File: src/logic/hgt_defs.svh
`ifndef HGT_DEFS_SVH
`define HGT_DEFS_SVH
`define HGT_CTRL_ADDR 16'h0455
`define HGT_ARM_BIT 7
`define HGT_CTRL_RESET 8'h00
`define HGT_CLK_HZ 50000000
`define HGT_TIMEOUT_MS 1100
`define HGT_TICK_US 1000
`define HGT_PRESCALE (`HGT_CLK_HZ / 1000000 * `HGT_TICK_US)
`define HGT_TIMEOUT_TICKS (`HGT_TIMEOUT_MS * 1000 / `HGT_TICK_US)
`define HGT_RESET_PULSE_CYCLES 16
`endif

File: src/logic/hgt_pkg.sv
package hgt_pkg;
  typedef struct packed {
    logic [15:0] addr;
    logic [7:0] wdata;
    logic rd;
    logic wr;
  } hgt_io_req_t;
  typedef enum logic [2:0] {
    HGT_IDLE = 3'b001,
    HGT_ARMED = 3'b010,
    HGT_FIRE = 3'b100
  } hgt_state_t;
endpackage

File: src/logic/hgt_watchdog.sv
`timescale 1ns/1ns
`include "hgt_defs.svh"
module hgt_watchdog #(
  parameter int unsigned PRESCALE = `HGT_PRESCALE,
  parameter int unsigned TIMEOUT_TICKS = `HGT_TIMEOUT_TICKS
) (
  input wire logic clock,
  input wire logic sys_rst,
  input wire logic fw_enable,
  input wire hgt_pkg::hgt_io_req_t io_req,
  output logic io_hit,
  output logic [7:0] io_rdata,
  output logic board_reset
);
  // Terminal counts, cut to the counter widths on purpose
  localparam logic [4:0] PULSE_LAST = 5'(`HGT_RESET_PULSE_CYCLES - 1);
  localparam logic [15:0] PRE_LAST = 16'(PRESCALE - 1);
  localparam logic [11:0] TICK_LAST = 12'(TIMEOUT_TICKS - 1);

  // Register decode, used by the strobes and by io_hit
  function automatic logic ctrl_sel(input logic enable, input logic [15:0] addr);
    return enable && (addr == `HGT_CTRL_ADDR);
  endfunction

  function automatic logic ctrl_read(input logic hit, input hgt_pkg::hgt_io_req_t req);
    return hit && req.rd;
  endfunction

  function automatic logic ctrl_write(input logic hit, input hgt_pkg::hgt_io_req_t req);
    return hit && req.wr;
  endfunction

  // Registered state and next values
  hgt_pkg::hgt_state_t state_reg;
  hgt_pkg::hgt_state_t state_next;
  logic [15:0] pre_reg;
  logic [15:0] pre_next;
  logic [11:0] tick_reg;
  logic [11:0] tick_next;
  logic [4:0] pulse_reg;
  logic [4:0] pulse_next;
  logic [7:0] rdata_reg;
  logic [7:0] rdata_next;
  logic sel;
  logic rd_hit;
  logic wr_hit;
  logic arm_req;
  logic disarm_req;
  logic armed;
  logic firing;
  logic restart;
  logic pre_wrap;
  logic expire;

  // Strobes decoded from the current request
  assign sel = ctrl_sel(fw_enable, io_req.addr);
  assign rd_hit = ctrl_read(sel, io_req);
  assign wr_hit = ctrl_write(sel, io_req);
  assign arm_req = wr_hit && io_req.wdata[`HGT_ARM_BIT];
  assign disarm_req = wr_hit && !io_req.wdata[`HGT_ARM_BIT];
  assign io_hit = rd_hit || wr_hit;
  assign armed = (state_reg == hgt_pkg::HGT_ARMED);
  assign firing = (state_reg == hgt_pkg::HGT_FIRE);
  // Counters sit at zero unless armed and enabled; a read or a disarm write restarts them, an arm write does not
  assign restart = !armed || !fw_enable || rd_hit || disarm_req;
  assign pre_wrap = (pre_reg == PRE_LAST);
  assign expire = pre_wrap && (tick_reg == TICK_LAST) && !restart;
  assign io_rdata = rdata_reg;
  assign board_reset = firing;

  // Arm state
  always_comb
  begin
    state_next = state_reg;
    case (state_reg)
      hgt_pkg::HGT_IDLE:
      begin
        if (arm_req)
        begin
          state_next = hgt_pkg::HGT_ARMED;
        end
      end
      hgt_pkg::HGT_ARMED:
      begin
        // A disarm or firmware disable wins over expiry in the same cycle
        if (!fw_enable || disarm_req)
        begin
          state_next = hgt_pkg::HGT_IDLE;
        end
        else if (expire)
        begin
          state_next = hgt_pkg::HGT_FIRE;
        end
      end
      hgt_pkg::HGT_FIRE:
      begin
        // The pulse ends disarmed; a firmware disable cuts it short
        if (!fw_enable || (pulse_reg == PULSE_LAST))
        begin
          state_next = hgt_pkg::HGT_IDLE;
        end
      end
      default:
      begin
        state_next = hgt_pkg::HGT_IDLE;
      end
    endcase
  end

  always_ff @(posedge clock or posedge sys_rst)
  begin
    if (sys_rst)
    begin
      state_reg <= hgt_pkg::HGT_IDLE;
    end
    else
    begin
      state_reg <= state_next;
    end
  end

  // Board clock to one-tick prescaler, wrapping once per tick while armed
  always_comb
  begin
    if (restart || pre_wrap)
    begin
      pre_next = 16'h0000;
    end
    else
    begin
      pre_next = pre_reg + 16'h0001;
    end
  end

  always_ff @(posedge clock or posedge sys_rst)
  begin
    if (sys_rst)
    begin
      pre_reg <= 16'h0000;
    end
    else
    begin
      pre_reg <= pre_next;
    end
  end

  // Tick counter toward expiry
  always_comb
  begin
    tick_next = tick_reg;
    if (restart || expire)
    begin
      tick_next = 12'h000;
    end
    else if (pre_wrap)
    begin
      tick_next = tick_reg + 12'h001;
    end
  end

  always_ff @(posedge clock or posedge sys_rst)
  begin
    if (sys_rst)
    begin
      tick_reg <= 12'h000;
    end
    else
    begin
      tick_reg <= tick_next;
    end
  end

  // Length of the board reset pulse
  always_comb
  begin
    if (firing)
    begin
      pulse_next = pulse_reg + 5'h01;
    end
    else
    begin
      pulse_next = 5'h00;
    end
  end

  always_ff @(posedge clock or posedge sys_rst)
  begin
    if (sys_rst)
    begin
      pulse_reg <= 5'h00;
    end
    else
    begin
      pulse_reg <= pulse_next;
    end
  end

  // Read data: arm state in the top bit, reserved bits read zero
  always_comb
  begin
    rdata_next = rdata_reg;
    // Reads during the pulse return zero, as the block is no longer armed
    if (rd_hit)
    begin
      rdata_next = {armed, 7'h00};
    end
  end

  always_ff @(posedge clock or posedge sys_rst)
  begin
    if (sys_rst)
    begin
      rdata_reg <= `HGT_CTRL_RESET;
    end
    else
    begin
      rdata_reg <= rdata_next;
    end
  end
endmodule // hgt_watchdog

File: config.mk
export PLATFORM = sky130hd
export DESIGN_NAME = hgt_watchdog
export DESIGN_NICKNAME = d
export VERILOG_FILES = /design/src/logic/hgt_pkg.sv /design/src/logic/hgt_watchdog.sv
export VERILOG_INCLUDE_DIRS = /design/src /design/src/logic
export SDC_FILE = /design/constraint.sdc
export NUM_CORES = 1
export LEC_CHECK = 0
export BUFFER_PORTS_ARGS = -buffer_cell sky130_fd_sc_hd__buf_2
export CAP_MARGIN = 20
export CORE_UTILIZATION = 45
export CTS_BUF_LIST = sky130_fd_sc_hd__clkbuf_4 sky130_fd_sc_hd__clkbuf_8
export CTS_CLUSTER_DIAMETER = 60
export DETAILED_ROUTE_END_ITERATION = 10
export PLACE_DENSITY = 0.78
export SLEW_MARGIN = 15
export SYNTH_ARGS = -nofsm -noshare
export SYNTH_HDL_FRONTEND = slang
export SYNTH_SLANG_ARGS = --single-unit
File: constraint.sdc
create_clock -name clock -period 4.3 [get_ports clock]
set_input_delay 0.645 -clock clock [delete_from_list [all_inputs] [get_ports clock]]
set_output_delay 0.645 -clock clock [all_outputs]
set_load 0.05 [all_outputs]
# After elaboration in Yosys (flattened, before gate mapping)
# Index checks and enable logic that the tools add are counted.
[totals]
out_inout_bits = 10
wordCells = 48
input_bits = 29
register_bits = 37
[op_classes]
add_sub_neg = 3
muxes = 9
eq_ne = 10
reduce_logical = 21
[ops]
columns = ["operator", "n"]
rows = [
  ["$mux W12", 2],
  ["$add A16 B1 Y16 const B", 1],
  ["$eq A16 B11 Y1 const B", 1],
  ["$eq A16 B16 Y1 const B", 1],
  ["$mux W16", 1],
  ["$add A12 B1 Y12 const B", 1],
  ["$eq A12 B11 Y1 const B", 1],
  ["$mux W3", 4],
  ["$pmux W3 S3", 1],
  ["$logic_or A1 B1 Y1", 8],
  ["$logic_and A1 B1 Y1", 7],
  ["$add A5 B1 Y5 const B", 1],
  ["$eq A5 B4 Y1 const B", 1],
  ["$mux W5", 1],
  ["$logic_not A1 Y1", 4],
  ["$eq A3 B1 Y1 const B", 1],
  ["$eq A3 B2 Y1 const B", 1],
  ["$eq A3 B3 Y1 const B", 1],
  ["$ne A3 B1 Y1 const B", 1],
  ["$reduce_and A3 Y1", 1],
  ["$ne A2 B1 Y1 const B", 1],
  ["$ne A2 B2 Y1 const B", 1],
  ["$reduce_bool A2 Y1", 1],
]

# Logic depth before layout (Yosys ltp)
[depth]
depth_word = 10
mapped_depth = 7
ltp_nobuf = 6

# Worst setup path after synthesis
# Ideal clock, no wire load.
[synth_path]
path_type = "input-to-output"
start = "in io_req[17] (netlist bit)"
end = "out io_hit"
path_slack_ns = 1.505
t_required_ns = 3.655
stages = 4
path_buffers = 0
arrival_time_ns = 2.150
path_cell_list = "nand4bb_1 > nor3b_1 > nand4_1 > nor2_1"
[synth_via]
elab_chain_len = 4
word_cells_on_any_way = 5
cone_classes = "eq/ne: 1; reduce/logical: 4"
[synth_rtl]
columns = ["element", "line_no", "rtl"]
rows = [
  ["start: declaration", "hgt_watchdog.sv:10", "input wire hgt_pkg::hgt_io_req_t io_req,"],
  ["$eq A16 B11 Y1 (no source line) *", "-", ""],
  ["$logic_and A1 B1 Y1 *", "hgt_watchdog.sv:22", "return enable && (addr == `HGT_CTRL_ADDR);"],
  ["$logic_and A1 B1 Y1, on equally long branches", "hgt_watchdog.sv:26, hgt_watchdog.sv:30", ""],
  ["$logic_or A1 B1 Y1 *", "hgt_watchdog.sv:61", "assign io_hit = rd_hit || wr_hit;"],
  ["end: declaration", "hgt_watchdog.sv:11", "output logic io_hit,"],
]
# Every way passes the cells marked *; elsewhere a longest branch is shown, timed or not.

# Worst setup path after layout
# Ends and elaborated chain as after synthesis.

==> flow_metrics.tcl <==
set metrics [dict create \
    hold_buffers 0 \
    worst_pin_slew_ns 0.655 \
    cts_buffers 5 \
    power_density_nw_per_um2 271 \
    ios 39 \
    crit_path_end_kind "primary output" \
    crit_top_cell "buf_2" \
    clk_pin_slew_ns 0.07 \
    clk_path_buf_depth 2 \
    relSlewSlack_pct 56.2 \
    clock_sinks 37 \
    grt_pass1_vias 1547 \
    synthFlopType "dfrtp_1" \
    cap_violations 0 \
    synth_top_area_cell "dfrtp_1" \
    ant_nets 0 \
    insertion_delay_ns 0.29 \
    insertedDiodeCount 0 \
    htree_levels 2 \
    synth-async-reset-ratio_pct 100 \
    crit_slowest_cell "nor3b_1" \
    grt_first_pass_wirelength_um 6380 \
    critPathRequiredTime_ns 3.65 \
    fp.dieW_um 69.4 \
    portBuffers 24 \
    crit_path_start_kind "input port" \
    status "finished, final reports clean" \
    critPathMaxStageDelay_ns 0.56 \
    synth_warnings 0 \
    setup_viol 0 \
    vias 1574 \
    areaGrowthSynthToFinish_pct 11.6 \
    dieHeight_um 69.4 \
    synthesis.area_um2 2040 \
    wire_per_inst_um 12.0 \
    drtPass1Iterations 4 \
    routed_wl_um 3530 \
    synthTopCellsByArea "dfrtp_1 44%, xnor2_1 7.3%, nor2_1 6.4%" \
    cp_cell_sequence "buf_2 -> nand4bb_1 -> nor3b_1 -> nand4_1 -> nor2_1 -> buf_2" \
    dpl.hpwl_um 2620 \
    synth_seq_cells 37 \
    ys_seq_area_share_pct 45.4 \
    fillers 394 \
    fp.dieArea_um2 4810 \
    initial_core_util_pct 46.9 \
    drcViolationCount 0 \
    cts_tree "yes" \
    tns_ns 0 \
    drv_slew 0 \
    final_core_util_pct 52.4 \
    leakage_uw 0.000973 \
    min_period_ns 2.78 \
    cts.repair.resized 0 \
    irDropWorstVdd_mv 0.126 \
    arrival_ns 2.13 \
    critPathMaxFanout 6 \
    antenna_found_initial 0 \
    rows 24 \
    place.gp.congestion 0.848 \
    synthDistinctLibCells 43 \
    mostFrequentLayoutCell "dfrtp_1" \
    drtIter0Drc 60 \
    largest_reg_flops 16 \
    rsz0062_at_grt "false" \
    period_share_pct 64.6 \
    synth_top_area_share_pct 44.1 \
    core_area_um2 4350 \
    vias_per_cell 5.34 \
    finalNetCount 275 \
    grt_usage_pct 16.0 \
    synth_cells 214 \
    synth-edff-count 0 \
    final_layout_size_suffix_gt1_share_pct 16.9 \
    cts-root-buf "clkbuf_8" \
    max_freq_ghz 0.360 \
    syn_area_per_cell_um2 9.55 \
    finClkSkew_ns 0.00383 \
    gr-total-overflow 0 \
    hold_viol_final 0 \
    postCtsSetupBuffers 0 \
    critPathKind "in -> out" \
    hp-class "in -> async" \
    layout_common_cells "36 x dfrtp_1, 35 x nor2_1, 24 x buf_2" \
    grt_max_degree 33 \
]
[synth_stat cells (2+ instances only)]
library cell / count
a21o_1: 2
a21oi_1: 9
a31oi_1: 2
and3_1: 9
buf_4: 7
clkbuf_1: 2
dfrtp_1: 36
ha_1: 4
inv_1: 7
nand2_1: 14
nand2b_1: 2
nand3_1: 11
nand4_1: 6
nor2_1: 35
nor3_1: 7
nor3b_1: 6
nor4_1: 2
nor4b_1: 3
nor4bb_1: 3
o21a_1: 2
o21ai_0: 3
or3_1: 3
xnor2_1: 17
xor2_1: 3
[final timing paths]
kind                                           start                  endpoint  slack [ns]  cells past startpoint
worst max-delay path                      io_req[17]                    io_hit        1.52                      6
worst min-delay path                         sys_rst    pulse_reg[2]$_DFF_PP0_        0.25                      2
worst max register to register  pre_reg[4]$_DFF_PP0_  tick_reg[10]$_DFFE_PP0P_        2.24                      5
worst min register to register  pre_reg[0]$_DFF_PP0_      pre_reg[0]$_DFF_PP0_        0.45                      1
max in group asynchronous                    sys_rst  state_reg[0]$_DFFE_PP1P_        3.38                      3
min in group clock              pre_reg[0]$_DFF_PP0_      pre_reg[0]$_DFF_PP0_        0.45                      1
[cells by family (layout without fill, tap and decap cells)]
logic type / after synthesis / in the layout / share of synthesized area, %
other: 1 / 7 / 0.184
buffers and inverters: 17 / 40 / 4.47
AND/OR/NAND/NOR: 113 / 113 / 32.1
adder cells (fa/ha/maj): 4 / 4 / 2.45
flip-flops: 37 / 37 / 45.4
multiplexers: 1 / 1 / 0.551
XOR/XNOR: 20 / 20 / 8.57
AO/OA/AOI/OAI: 21 / 21 / 6.31
[metrics by stage]
stage	worst slack (ns)	cell area [um^2]	std cells	power (uW)	hold slack, ns
after global placement	1.53	2190	287	390	0.444
after detailed placement	1.52	2190	287	391	0.449
after CTS	1.51	2280	295	626	0.251
final	1.52	2280	295	618	0.247
after global routing	1.29	2280	295	642	0.258
after floorplan	1.50	2070	220	382	0.425
[where the power goes]
part	switching (uW)	internal, uW
Sequential	0.0000873	348
Clock	123	112
Combinational	25.7	10.3
Total	148	470
[worst max-delay path, delay by kind of cell]
kind	cells	cell delay, ns
AND/OR/NAND/NOR	4	1.13
buffers and inverters	2	0.36
[area by class of cell]
cell class | count | area [um^2] | area share (%)
inverters | 7 | 26.3 | 1.15
repair buffers | 25 | 128 | 5.60
well taps | 52 | 65.1 | 2.85
clock inverters | 3 | 17.5 | 0.768
clock buffers | 5 | 68.8 | 3.02
flip-flops and latches | 37 | 927 | 40.7
multi-input cells | 166 | 1050 | 45.9
[per-layer routing]
| layer | vias up | share of wire (%) | wire length, um | global-route usage [%] |
|---|---|---|---|---|
| met5 | - | 0 | 0 | 0 |
| met2 | 16 | 49 | 1740 | 27.1 |
| met1 | 762 | 47 | 1670 | 19.7 |
| li1 | 791 | - | - | - |
| met3 | 5 | 2.2 | 76 | 3.92 |
| met4 | 0 | 1.3 | 47 | 6.12 |
Power figures use the tool's default switching activity.
